--- src/rtl/rca_defs.svh ---
// Function
// - divide 32.768 kHz timebase to one-second ticks
// - separate seconds, minutes, hours counters
// - separate date, month, year, weekday counters
// - automatic leap year through 2099
// - alarm matches any chosen field combination
// - alarm match sets pollable status flag
// - alarm match can drive interrupt pin
// - repeat mode re-alarms at every match
// - frequency select picks pin function
// - interrupt mode: open-drain, active low
// - frequency mode: raw or divided timebase on pin
// - accept driven 32.768 kHz clock input
// - serial shifts on SCL; ignored on backup
// - SDA driven only by open-drain pull-down
// - repeat mode: pin low 250 ms, flag set
// - frequency output disables the alarm
`ifndef RCA_DEFS_SVH
`define RCA_DEFS_SVH

// -------------------------------------------------
// timebase and timing
// -------------------------------------------------
`define RCA_PRESC_LAST 15'h7FFF
`define RCA_CLK_HZ 100000000
`define RCA_PULSE_MS 250
`define RCA_MS_PER_S 1000

// -------------------------------------------------
// calendar limits and resets
// -------------------------------------------------
`define RCA_SEC_LAST 6'h3B
`define RCA_MIN_LAST 6'h3B
`define RCA_HOUR_LAST 5'h17
`define RCA_MONTH_LAST 4'hC
`define RCA_YEAR_LAST 7'h63
`define RCA_DOW_LAST 3'h6
`define RCA_DATE_FIRST 5'h01
`define RCA_MONTH_FIRST 4'h1
`define RCA_FEB 4'h2
`define RCA_APR 4'h4
`define RCA_JUN 4'h6
`define RCA_SEP 4'h9
`define RCA_NOV 4'hB
`define RCA_DAYS_31 5'h1F
`define RCA_DAYS_30 5'h1E
`define RCA_DAYS_29 5'h1D
`define RCA_DAYS_28 5'h1C

// -------------------------------------------------
// alarm field enables and pin function select
// -------------------------------------------------
`define RCA_AEN_SEC 0
`define RCA_AEN_MIN 1
`define RCA_AEN_HOUR 2
`define RCA_AEN_DATE 3
`define RCA_AEN_MONTH 4
`define RCA_AEN_DOW 5
`define RCA_FREQ_OFF 4'h0
`define RCA_FREQ_RAW 4'h1
`define RCA_FREQ_BASE 4'h2

// -------------------------------------------------
// serial port
// -------------------------------------------------
`define RCA_BITS_BYTE 4'h8
`define RCA_I2C_ADDR_DEF 7'h55

`endif

--- src/rtl/rca_pkg.sv ---
package rca_pkg;

   // binary time and calendar value, year counts from 2000
   typedef struct packed {
      logic [5:0] sec;
      logic [5:0] min;
      logic [4:0] hour;
      logic [4:0] date;
      logic [3:0] month;
      logic [6:0] year;
      logic [2:0] dow;
   } rca_time_t;

   typedef enum logic [2:0] {
      RCA_IDLE = 3'h0,
      RCA_ADDR = 3'h1,
      RCA_ADDR_ACK = 3'h2,
      RCA_WRITE = 3'h3,
      RCA_WRITE_ACK = 3'h4,
      RCA_READ = 3'h5,
      RCA_READ_ACK = 3'h6
   } rca_i2c_st_t;

endpackage

--- src/rtl/rca_time_if.sv ---
`timescale 1ns/1ps
interface rca_time_if;
   rca_pkg::rca_time_t now;
   rca_pkg::rca_time_t load_val;
   logic load;
   logic tick;
   logic check;

   modport cal (input load, input load_val, input tick, output now);
   modport mon (input now, input check);
   modport core (output load, output load_val, output tick, output check, input now);
endinterface

--- src/rtl/rtc_calendar_alarm_core.sv ---
`timescale 1ns/1ps
`include "rca_defs.svh"
module rtc_calendar_alarm_core #(
   parameter int unsigned PULSE_CYC = `RCA_PULSE_MS * (`RCA_CLK_HZ / `RCA_MS_PER_S),
   parameter logic [6:0] I2C_ADDR = `RCA_I2C_ADDR_DEF
) (
   input wire logic core_clk,
   input wire logic srst,
   input wire logic osc_input_pin,
   output logic osc_output_pin,
   input wire logic on_backup,
   input wire logic time_load,
   input wire rca_pkg::rca_time_t time_load_val,
   output rca_pkg::rca_time_t time_now,
   input wire logic alarm_enable,
   input wire logic alarm_repeat,
   input wire logic [5:0] alarm_field_en,
   input wire rca_pkg::rca_time_t alarm_val,
   input wire logic alarm_flag_clear,
   output logic alarm_flag,
   input wire logic [3:0] freq_sel,
   output logic alarm_or_clock_out_pin_o,
   output logic alarm_or_clock_out_pin_oe_n,
   input wire logic scl_i,
   input wire logic sda_i,
   output logic sda_o,
   output logic sda_oe_n,
   input wire logic [7:0] i2c_tx_data,
   output logic i2c_tx_req,
   output logic [7:0] i2c_rx_data,
   output logic i2c_rx_valid,
   output logic i2c_addr_hit
);

   // -------------------------------------------------
   // state
   // -------------------------------------------------
   typedef struct packed {
      logic osc_q;
      logic osc_out;
      logic [14:0] presc;
      logic tick;
      logic check;
      logic flag;
      logic [24:0] pulse_cnt;
      logic pulse_on;
      logic pin_low;
      logic scl_q;
      logic sda_q;
      rca_pkg::rca_i2c_st_t ist;
      logic [3:0] bits;
      logic [7:0] sh;
      logic rw;
      logic more;
      logic sda_low;
      logic [7:0] rx_data;
      logic rx_valid;
      logic tx_req;
      logic hit;
   } rca_core_state_t;

   rca_core_state_t st_q;
   rca_core_state_t st_d;

   localparam logic [24:0] PULSE_LAST = 25'(PULSE_CYC - 1);

   logic match;
   logic freq_mode;
   logic clk_bit;
   logic [3:0] tap;
   logic osc_rise;
   logic scl_rise;
   logic scl_fall;
   logic i2c_start;
   logic i2c_stop;

   rca_time_if tif ();

   // -------------------------------------------------
   // calendar and alarm comparator
   // -------------------------------------------------
   rca_calendar u_cal (
      .core_clk(core_clk),
      .srst(srst),
      .tif(tif)
   );

   rca_alarm_match u_match (
      .core_clk(core_clk),
      .srst(srst),
      .tif(tif),
      .alarm_val(alarm_val),
      .alarm_field_en(alarm_field_en),
      .armed(alarm_enable && !freq_mode),
      .match(match)
   );

   assign tif.load = time_load;
   assign tif.load_val = time_load_val;
   assign tif.tick = st_q.tick;
   assign tif.check = st_q.check;

   // -------------------------------------------------
   // combinational decode
   // -------------------------------------------------
   // works the same for a crystal or a driven clock on the input pin
   assign osc_rise = osc_input_pin && !st_q.osc_q;
   assign freq_mode = (freq_sel != `RCA_FREQ_OFF);
   assign tap = freq_sel - `RCA_FREQ_BASE;
   assign clk_bit = (freq_sel == `RCA_FREQ_RAW) ? st_q.osc_q : st_q.presc[tap];
   // bus sampling is only valid while on main supply
   assign scl_rise = scl_i && !st_q.scl_q;
   assign scl_fall = !scl_i && st_q.scl_q;
   assign i2c_start = st_q.scl_q && scl_i && st_q.sda_q && !sda_i;
   assign i2c_stop = st_q.scl_q && scl_i && !st_q.sda_q && sda_i;

   // -------------------------------------------------
   // next state
   // -------------------------------------------------
   always_comb begin
      st_d = st_q;
      st_d.osc_q = osc_input_pin;
      st_d.osc_out = !osc_input_pin; // inverting amplifier output
      st_d.scl_q = scl_i;
      st_d.sda_q = sda_i;
      st_d.tick = 1'b0;
      st_d.check = st_q.tick; // compare once the new second is visible
      st_d.rx_valid = 1'b0;
      st_d.tx_req = 1'b0;

      // timebase prescaler, one tick per 32768 rising edges
      if (osc_rise) begin
         st_d.presc = st_q.presc + 15'h0001;
         st_d.tick = (st_q.presc == `RCA_PRESC_LAST);
      end

      // sticky flag: a match in the clear cycle still sets it
      st_d.flag = (st_q.flag && !alarm_flag_clear) || match;

      // repeat mode pulse; retrigger restarts the full width
      if (match && alarm_repeat) begin
         st_d.pulse_on = 1'b1;
         st_d.pulse_cnt = 25'h0000000;
      end else if (st_q.pulse_on) begin
         if (st_q.pulse_cnt == PULSE_LAST) begin
            st_d.pulse_on = 1'b0;
         end else begin
            st_d.pulse_cnt = st_q.pulse_cnt + 25'h0000001;
         end
      end
      if (freq_mode) begin
         st_d.pulse_on = 1'b0;
      end

      // pin function select
      if (freq_mode) begin
         st_d.pin_low = !clk_bit;
      end else if (alarm_repeat) begin
         st_d.pin_low = st_q.pulse_on;
      end else begin
         st_d.pin_low = st_q.flag;
      end

      // serial target; start and stop override any bit position
      if (on_backup) begin
         st_d.ist = rca_pkg::RCA_IDLE;
         st_d.sda_low = 1'b0;
         st_d.hit = 1'b0;
      end else if (i2c_start) begin
         st_d.ist = rca_pkg::RCA_ADDR;
         st_d.bits = 4'h0;
         st_d.sda_low = 1'b0;
         st_d.hit = 1'b0;
      end else if (i2c_stop) begin
         st_d.ist = rca_pkg::RCA_IDLE;
         st_d.sda_low = 1'b0;
         st_d.hit = 1'b0;
      end else begin
         case (st_q.ist)
            rca_pkg::RCA_ADDR: begin
               if (scl_rise) begin
                  st_d.sh = {st_q.sh[6:0], sda_i};
                  st_d.bits = st_q.bits + 4'h1;
               end else if (scl_fall && st_q.bits == `RCA_BITS_BYTE) begin
                  if (st_q.sh[7:1] == I2C_ADDR) begin
                     st_d.ist = rca_pkg::RCA_ADDR_ACK;
                     st_d.rw = st_q.sh[0];
                     st_d.sda_low = 1'b1;
                     st_d.hit = 1'b1;
                  end else begin
                     st_d.ist = rca_pkg::RCA_IDLE;
                  end
               end
            end
            rca_pkg::RCA_ADDR_ACK, rca_pkg::RCA_READ_ACK: begin
               if (scl_rise && st_q.ist == rca_pkg::RCA_READ_ACK) begin
                  st_d.more = !sda_i;
               end else if (scl_fall) begin
                  st_d.bits = 4'h0;
                  if (st_q.ist == rca_pkg::RCA_READ_ACK && !st_q.more) begin
                     st_d.ist = rca_pkg::RCA_IDLE;
                     st_d.sda_low = 1'b0;
                  end else if (st_q.rw) begin
                     st_d.ist = rca_pkg::RCA_READ;
                     st_d.sh = {i2c_tx_data[6:0], 1'b0};
                     st_d.sda_low = !i2c_tx_data[7];
                     st_d.tx_req = 1'b1;
                  end else begin
                     st_d.ist = rca_pkg::RCA_WRITE;
                     st_d.sda_low = 1'b0;
                  end
               end
            end
            rca_pkg::RCA_WRITE: begin
               if (scl_rise) begin
                  st_d.sh = {st_q.sh[6:0], sda_i};
                  st_d.bits = st_q.bits + 4'h1;
                  if (st_q.bits == `RCA_BITS_BYTE - 4'h1) begin
                     st_d.rx_data = {st_q.sh[6:0], sda_i};
                     st_d.rx_valid = 1'b1;
                  end
               end else if (scl_fall && st_q.bits == `RCA_BITS_BYTE) begin
                  st_d.ist = rca_pkg::RCA_WRITE_ACK;
                  st_d.sda_low = 1'b1;
               end
            end
            rca_pkg::RCA_WRITE_ACK: begin
               if (scl_fall) begin
                  st_d.ist = rca_pkg::RCA_WRITE;
                  st_d.bits = 4'h0;
                  st_d.sda_low = 1'b0;
               end
            end
            rca_pkg::RCA_READ: begin
               if (scl_rise) begin
                  st_d.bits = st_q.bits + 4'h1;
               end else if (scl_fall) begin
                  if (st_q.bits == `RCA_BITS_BYTE) begin
                     st_d.ist = rca_pkg::RCA_READ_ACK;
                     st_d.sda_low = 1'b0; // release for host acknowledge
                     st_d.more = 1'b0;
                  end else begin
                     st_d.sda_low = !st_q.sh[7];
                     st_d.sh = {st_q.sh[6:0], 1'b0};
                  end
               end
            end
            default: begin
               st_d.sda_low = 1'b0;
            end
         endcase
      end
   end

   // -------------------------------------------------
   // state register
   // -------------------------------------------------
   always_ff @(posedge core_clk) begin
      if (srst) begin
         st_q <= '0;
         st_q.scl_q <= 1'b1;
         st_q.sda_q <= 1'b1;
         st_q.osc_out <= 1'b1;
         st_q.ist <= rca_pkg::RCA_IDLE;
      end else begin
         st_q <= st_d;
      end
   end

   // -------------------------------------------------
   // outputs; open-drain pins only ever pull low
   // -------------------------------------------------
   assign osc_output_pin = st_q.osc_out;
   assign time_now = tif.now;
   assign alarm_flag = st_q.flag;
   assign alarm_or_clock_out_pin_o = 1'b0;
   assign alarm_or_clock_out_pin_oe_n = !st_q.pin_low;
   assign sda_o = 1'b0;
   assign sda_oe_n = !st_q.sda_low;
   assign i2c_tx_req = st_q.tx_req;
   assign i2c_rx_data = st_q.rx_data;
   assign i2c_rx_valid = st_q.rx_valid;
   assign i2c_addr_hit = st_q.hit;

endmodule

--- src/rtl/rca_calendar.sv ---
`timescale 1ns/1ps
`include "rca_defs.svh"
module rca_calendar (
   input wire logic core_clk,
   input wire logic srst,
   rca_time_if.cal tif
);

   typedef struct packed {
      rca_pkg::rca_time_t t;
   } rca_cal_state_t;

   rca_cal_state_t st_q;
   rca_cal_state_t st_d;

   // leap rule of every fourth year holds for 2000 through 2099
   function automatic logic [4:0] rca_days(input logic [3:0] m, input logic [6:0] y);
      if (m == `RCA_FEB) begin
         rca_days = (y[1:0] == 2'h0) ? `RCA_DAYS_29 : `RCA_DAYS_28;
      end else if (m == `RCA_APR || m == `RCA_JUN || m == `RCA_SEP || m == `RCA_NOV) begin
         rca_days = `RCA_DAYS_30;
      end else begin
         rca_days = `RCA_DAYS_31;
      end
   endfunction

   // ripple carry through the time fields, load wins over a tick
   always_comb begin
      st_d = st_q;
      if (tif.load) begin
         st_d.t = tif.load_val;
      end else if (tif.tick) begin
         if (st_q.t.sec != `RCA_SEC_LAST) begin
            st_d.t.sec = st_q.t.sec + 6'h01;
         end else begin
            st_d.t.sec = 6'h00;
            if (st_q.t.min != `RCA_MIN_LAST) begin
               st_d.t.min = st_q.t.min + 6'h01;
            end else begin
               st_d.t.min = 6'h00;
               if (st_q.t.hour != `RCA_HOUR_LAST) begin
                  st_d.t.hour = st_q.t.hour + 5'h01;
               end else begin
                  st_d.t.hour = 5'h00;
                  // midnight: weekday cycles, date rolls the month
                  st_d.t.dow = (st_q.t.dow == `RCA_DOW_LAST) ? 3'h0 : st_q.t.dow + 3'h1;
                  if (st_q.t.date < rca_days(st_q.t.month, st_q.t.year)) begin
                     st_d.t.date = st_q.t.date + 5'h01;
                  end else begin
                     st_d.t.date = `RCA_DATE_FIRST;
                     if (st_q.t.month < `RCA_MONTH_LAST) begin
                        st_d.t.month = st_q.t.month + 4'h1;
                     end else begin
                        st_d.t.month = `RCA_MONTH_FIRST;
                        st_d.t.year = (st_q.t.year == `RCA_YEAR_LAST) ? 7'h00 :
                                      st_q.t.year + 7'h01;
                     end
                  end
               end
            end
         end
      end
   end

   // state register, reset to 2000-01-01 00:00:00
   always_ff @(posedge core_clk) begin
      if (srst) begin
         st_q <= '0;
         st_q.t.date <= `RCA_DATE_FIRST;
         st_q.t.month <= `RCA_MONTH_FIRST;
      end else begin
         st_q <= st_d;
      end
   end

   assign tif.now = st_q.t;

endmodule

--- src/rtl/rca_alarm_match.sv ---
`timescale 1ns/1ps
`include "rca_defs.svh"
module rca_alarm_match (
   input wire logic core_clk,
   input wire logic srst,
   rca_time_if.mon tif,
   input wire rca_pkg::rca_time_t alarm_val,
   input wire logic [5:0] alarm_field_en,
   input wire logic armed,
   output logic match
);

   typedef struct packed {
      logic hit;
   } rca_match_state_t;

   rca_match_state_t st_q;
   rca_match_state_t st_d;
   logic fields_ok;

   // every enabled field must agree; no enabled field means no alarm
   always_comb begin
      fields_ok = 1'b1;
      if (alarm_field_en[`RCA_AEN_SEC] && tif.now.sec != alarm_val.sec) fields_ok = 1'b0;
      if (alarm_field_en[`RCA_AEN_MIN] && tif.now.min != alarm_val.min) fields_ok = 1'b0;
      if (alarm_field_en[`RCA_AEN_HOUR] && tif.now.hour != alarm_val.hour) fields_ok = 1'b0;
      if (alarm_field_en[`RCA_AEN_DATE] && tif.now.date != alarm_val.date) fields_ok = 1'b0;
      if (alarm_field_en[`RCA_AEN_MONTH] && tif.now.month != alarm_val.month) fields_ok = 1'b0;
      if (alarm_field_en[`RCA_AEN_DOW] && tif.now.dow != alarm_val.dow) fields_ok = 1'b0;
      st_d.hit = tif.check && armed && (|alarm_field_en) && fields_ok;
   end

   // one pulse per second at most, so repeats come once per match
   always_ff @(posedge core_clk) begin
      if (srst) begin
         st_q <= '0;
      end else begin
         st_q <= st_d;
      end
   end

   assign match = st_q.hit;

endmodule

--- config.mk ---
export PLATFORM = sky130hd
export DESIGN_NAME = rtc_calendar_alarm_core
export DESIGN_NICKNAME = d
export VERILOG_FILES = /design/src/rtl/rca_pkg.sv /design/src/rtl/rca_time_if.sv /design/src/rtl/rtc_calendar_alarm_core.sv /design/src/rtl/rca_calendar.sv /design/src/rtl/rca_alarm_match.sv
export VERILOG_INCLUDE_DIRS = /design/src /design/src/rtl
export SDC_FILE = /design/constraint.sdc
export NUM_CORES = 1
export LEC_CHECK = 0
export BUFFER_PORTS_ARGS = -buffer_cell sky130_fd_sc_hd__buf_4
export CAP_MARGIN = 0
export CORE_AREA = 2 2 140 197
export DETAILED_ROUTE_END_ITERATION = 10
export DIE_AREA = 0 0 142 199
export SLEW_MARGIN = 20
export SYNTH_ARGS = -nofsm -noshare
export SYNTH_HDL_FRONTEND = slang
export SYNTH_SLANG_ARGS = --single-unit
--- constraint.sdc ---
create_clock -name core_clk -period 3 [get_ports core_clk]
set_clock_uncertainty 0.05 [all_clocks]
set_input_delay 0.15 -clock core_clk [delete_from_list [all_inputs] [get_ports core_clk]]
set_output_delay 0.15 -clock core_clk [all_outputs]
set_load 0.01 [all_outputs]
; Yosys cells after proc, flatten, opt, wreduce, memory -nomap -nowiden
; Index checks and enable logic that the tools add are counted.
[classes]
add_sub_neg = 11
mul = 0
div = 0
magnitude_cmp = 3
n_eq_ne = 63
shifts = 0
muxes = 90
n_bitwise = 9
n_reduce_logical = 74
[ops]
columns = operator, count
row1 = 15-bit 2-to-1 mux, 5
row2 = 36-bit 2-to-1 mux, 2
row3 = 12-bit 2-to-1 mux, 4
row4 = 5-bit 2-to-1 mux, 9
row5 = 8-bit 2-to-1 mux, 5
row6 = 4-bit inequality test (second input constant), 10
row7 = 2-bit inequality test (second input constant), 19
row8 = 1-bit 2-to-1 mux, 35
row9 = 7-bit case mux with 5 select lines, 1
row10 = 11-bit AND reduction, 3
row11 = 3-bit 2-to-1 mux, 10
row12 = 30-bit 2-to-1 mux, 1
row13 = 25-bit by 1-bit adder with 25-bit output (second input constant), 1
row14 = 25-bit equality test (second input constant), 1
row15 = 5-bit inequality test (second input constant), 5
row16 = 24-bit 2-to-1 mux, 1
row17 = 8-bit case mux with 3 select lines, 1
row18 = 1-bit logical AND, 23
row19 = 7-bit 2-to-1 mux, 3
row20 = 19-bit 2-to-1 mux, 1
row21 = 15-bit by 1-bit adder with 15-bit output (second input constant), 1
row22 = 15-bit equality test (second input constant), 1
row23 = 7-bit equality test (second input constant), 2
row24 = 1-bit logical NOT, 14
row25 = other kinds (50), 92
[totals]
reg_bits = 115
latch_bits = 0
mem_bits_rw = 0
romBits = 0
input_bits = 100
memories = 0

; Depth between registers and ports, before layout
[logic_depth]
word_depth = 18
ltp_mapped = 9
depth_no_buf = 8

; By module
; A second synthesis with hierarchy kept.
[unflattened]
cells_unflattened = 802
hier_area_um2 = 6615.1
[by_module_without_submodules]
columns = module, instances, cells_per_inst, area_each_um2, seq_area_each_um2
row1 = rtc_calendar_alarm_core, 1, 462, 3970.1, 1561.5
row2 = rca_calendar, 1, 294, 2262.2, 720.7
row3 = rca_alarm_match, 1, 46, 382.9, 20.0

; Worst setup path after synthesis
; OpenSTA, ideal clock, no wires.
[synth_path]
path_type = flip-flop to flip-flop
from = register u_cal.st_q (netlist bit u_cal.tif.now[10])
to = register u_cal.st_q (netlist bit u_cal.tif.now[8])
arrival_ps = 2373
required_ps = 2864
slack_ps = 491
stages_incl_launch_ff = 10
path_cell_list = dfxtp_1 inv_1 ha_1 or2_2 o2bb2ai_1 o311a_1 o221ai_1 clkbuf_1 a221oi_1 a211oi_1
[synth_between]
elab_chain_cells = 14
[synth_lines]
columns = item, line
row1 = "start, declared", rca_calendar.sv:13  ; rca_cal_state_t st_q;
row2 = "start signal, assigned", rca_calendar.sv:72  ; st_q <= st_d;
row3 = 4-bit by 3-bit equality test with 1-bit output (no source line), -
row4 = 1-bit logical OR (no source line) (3 in series), -
row5 = 1-bit 2-to-1 mux, rca_calendar.sv:20  ; end else if (m == `RCA_APR || m == `RCA_JUN || m == `RCA_SEP || m == `RCA_NOV) begin
row6 = 5-bit 2-to-1 mux, rca_calendar.sv:18  ; if (m == `RCA_FEB) begin
row7 = 5-bit 2-to-1 mux, rca_calendar.sv:41  ; if (st_q.t.hour != `RCA_HOUR_LAST) begin
row8 = 5-bit 2-to-1 mux, rca_calendar.sv:37  ; if (st_q.t.min != `RCA_MIN_LAST) begin
row9 = 5-bit 2-to-1 mux, rca_calendar.sv:33  ; if (st_q.t.sec != `RCA_SEC_LAST) begin
row10 = 5-bit 2-to-1 mux, rca_calendar.sv:32  ; end else if (tif.tick) begin
row11 = 5-bit 2-to-1 mux, rca_calendar.sv:30  ; if (tif.load) begin
row12 = 5-bit < comparator, rca_calendar.sv:47  ; if (st_q.t.date < rca_days(st_q.t.month, st_q.t.year)) begin
row13 = 2-bit inequality test (no source line), -
row14 = 6-bit AND reduction (no source line) *, -
; Mark *: on every way between the ends. The rest lies on a longest branch, timed or not. The select of a mux whose other input is x is not followed.
; A chain may end at the register's enable or synchronous reset.

; Worst setup path after layout
[layout_path]
from = register u_cal.st_q (netlist bit u_cal.tif.now[10])
to = register u_cal.st_q (netlist bit u_cal.tif.now[10])
[layout_between]
elab_chain_cells = 14
[layout_lines]
columns = item, line
row1 = 4-bit by 3-bit equality test with 1-bit output (no source line), -
row2 = 1-bit logical OR (no source line) (3 in series), -
row3 = 1-bit 2-to-1 mux, rca_calendar.sv:20
row4 = 5-bit 2-to-1 mux, rca_calendar.sv:18
row5 = 5-bit 2-to-1 mux, rca_calendar.sv:41
row6 = 5-bit 2-to-1 mux, rca_calendar.sv:37
row7 = 5-bit 2-to-1 mux, rca_calendar.sv:33
row8 = 5-bit 2-to-1 mux, rca_calendar.sv:32
row9 = 5-bit 2-to-1 mux, rca_calendar.sv:30
row10 = 5-bit < comparator, rca_calendar.sv:47
row11 = 2-bit inequality test (no source line), -
row12 = 5-bit AND reduction (no source line), -
; Parallel ways exist; a longest one is shown, timed or not. The select of a mux whose other input is x is not followed.

==> metrics.txt <==
largest net degree at the start of global routing=47; Hold Path Sink=u_cal.tif.now[10]$_SDFFE_PP1P_; Tightest Hold Check Type=input port to flip-flop; worst-margin pin slew=about 0.96 ns; area share of the largest cell type after synthesis=0.351; H-Tree Level Count=4; Synth Cell Area=approximately 6600 um2; Syn. warnings=0; RSZ-0062 raised after global routing=no; Overall Global Routing Usage=0.138; Worst Path Required=between 3 and 4 ns; synth cell count leaders=115 x dfxtp_1, 106 x nor2_1, 58 x nand2_1, 46 x a21oi_1, 40 x xnor2_1; Comb pwr share=0.101; share of cells above drive strength 1=0.210; Max Fanout on Critical Path=8; DRT iter0 DRCs=around 230; Async SR Flop Fraction=0; setup violators final=0; initial antenna violation count=0; Starting Density=0.247; PortBufs=143; Worst-Skew Late Latency=0.41 ns; number of gates resized after CTS=0; Peak VDD IR=0.384 mV; vias after detailed routing=~6300; Worst setup EP type=flip-flop; worst rel slew slack=0.361; WHS Path Cells=4; CP arrival=2.91 ns; Die W=142 um; Net Sw Frac=0.243; Yosys cell types=69; CTS Buffer Depth=2; Psw=0.00100 W; sequential share of the synthesized area=0.351; drt drc=0; predominant post-synthesis flop cell=dfxtp_1; Reg power frac=0.389; Pleak=3.32 nW; wire per inst=14.6 um; final net count=about 1100; final hold vios=0; dpl ws=~0.37 ns; final hold slack=about 0.037 ns; post-CTS setup buffers=0; number of max-cap violations=0; power per cell area=472 nW/um2; most frequent cell after synthesis=dfxtp_1; Pwr Total=0.00412 W; status=finished clean; HP Start=time_load_val[10]; vias in the first global route=6217; cell total after placement=~1200; Avg Cell Area, Syn=8.14 um2; Worst setup SP type=flip-flop; # fillers=2803; CTS sink count=115; post-DP HPWL=between 10 and 15 mm; Final Routed Wirelength=18.9 mm; setup slack after layout=about 0.34 ns; setup TNS=0 ns; leading area contributor after synthesis=dfxtp_1; maximum clock rate=approximately 380 MHz; ratio of final minimum period to clock period=0.886; R2R setup slack=0.34 ns; core area=26600 um2; antenna viol nets, final=0; GPL Wtd Cong=0.804; clock network power share=0.510; Worst-path clk slew=0.06 ns; count of pins over their slew limit=0; die area=28300 um2; Root Buffer=clkbuf_16; Via density=4.90; synth top area cells=dfxtp_1 35%, nor2_1 6.1%, xnor2_1 5.3%; number of synthesized flops with an enable pin=0; Synth Instances=806; DR pass1 iterations=4; Internal=~0.0031 W; global-route wire length before repair=~30 mm; non-filler cells, final=1294; diode count=0; die height=around 200 um; register bit total from synthesis=115; WS Path Type=flip-flop to flip-flop; Area growth, synth to finish=33.1%; CTS tree=built; Worst R2R Path Depth=8; Site Rows=71; Remaining Overflow, GRT=0; Tmin final=approximately 2.7 ns; Ports=153; total CTS buffers=17; R2R Path End=u_cal.tif.now[10]$_SDFFE_PP1P_; hold_buf cts=20; reg2reg start=u_cal.tif.now[10]$_SDFFE_PP1P_
[critical path: stages, from the launching register on]
cell and delay (ns):
dfxtp_1 0.49, inv_1 0.11, ha_1 0.22, or2_2 0.29
o2bb2ai_1 0.14, o311a_1 0.39, o21ai_1 0.48, nor2_1 0.10
a211o_1 0.28
[routing by layer]
layer	GRT usage	routed length, um
met1	0.160	8140
met2	0.240	9420
met3	0.0330	857
met4	0.0604	448
met5	0	0
[final cells by class]
| cell class | count | area, um2 | share of cell area |
|---|---|---|---|
| Multi-Input combinational cell | 619 | 3950 | 0.452 |
| Clock buffer | 19 | 453 | 0.0519 |
| Timing Repair Buffer | 175 | 1360 | 0.156 |
| Tap cell | 328 | 410 | 0.0470 |
| Inverter | 25 | 93.8 | 0.0107 |
| Clock inverter | 13 | 159 | 0.0182 |
| Sequential cell | 115 | 2300 | 0.264 |
[how the worst max path moves through the flow]
stage / startpoint / endpoint / cells past startpoint
finish: u_cal.tif.now[10]$_SDFFE_PP1P_ / u_cal.tif.now[10]$_SDFFE_PP1P_ / 8
global route: u_cal.tif.now[10]$_SDFFE_PP1P_ / u_cal.tif.now[10]$_SDFFE_PP1P_ / 8
CTS: u_cal.tif.now[10]$_SDFFE_PP1P_ / u_cal.tif.now[10]$_SDFFE_PP1P_ / 8
detailed placement: u_cal.tif.now[10]$_SDFFE_PP1P_ / u_cal.tif.now[10]$_SDFFE_PP1P_ / 8
global placement: u_cal.tif.now[10]$_SDFFE_PP1P_ / u_cal.tif.now[10]$_SDFFE_PP1P_ / 8
floorplan: u_cal.tif.now[10]$_SDFFE_PP1P_ / u_cal.tif.now[8]$_SDFFE_PP0P_ / 9
[cell usage in the layout (no fill, tap or decap), types with 13 or more instances in the layout]
master / count
nor4_1: 14
dlygate4sd3_1: 20
dfxtp_1: 115
buf_4: 155
inv_1: 25
mux2i_1: 21
ha_1: 16
nor2_1: 106
nor2b_1: 22
xnor2_1: 40
nand2b_1: 14
o21ai_0: 33
xor2_1: 26
clkbuf_16: 17
nand3_1: 27
a21oi_1: 46
a211oi_1: 13
nor3_1: 31
nand2_1: 58
[power groups by stage]
stage | combinational [W] | sequential, W | clock (W)
4_1_cts | 0.000420 | 0.00160 | 0.00217
5_1_grt | 0.000456 | 0.00161 | 0.00224
2_1_floorplan | 0.000203 | 0.00163 | 0
3_5_place_dp | 0.000397 | 0.00164 | 0
6_report | 0.000414 | 0.00161 | 0.00210
3_3_place_gp | 0.000394 | 0.00164 | 0
[logic make-up after synthesis]
family	after synthesis	share of synthesized area
and+or+nand+nor	334	0.256
AOI/OAI and AO/OA	176	0.182
DFF	115	0.351
buffers and inverters	73	0.0477
xor gates and xnor gates	66	0.0881
muxes	25	0.0441
adders and majority gates	16	0.0305
other	1	0.000572
[flip-flops by register name (all words and copies together) (netlist names)]
name,flops
i2c_tx_req,1
st_q,63
alarm_flag,1
i2c_rx_valid,1
u_cal.tif.now,36
tif.check,1
tif.tick,1
i2c_addr_hit,1
i2c_rx_data,8
osc_output_pin,1
u_match.match,1
[stage by stage]
step                cell area, um2  utilization
floorplan                     6560            -
global placement              7920        0.298
detailed placement            7920        0.298
CTS                           8730        0.329
global route                  8730        0.329
finish                        8730        0.329
No activity file was read; power rests on OpenSTA's default activity.
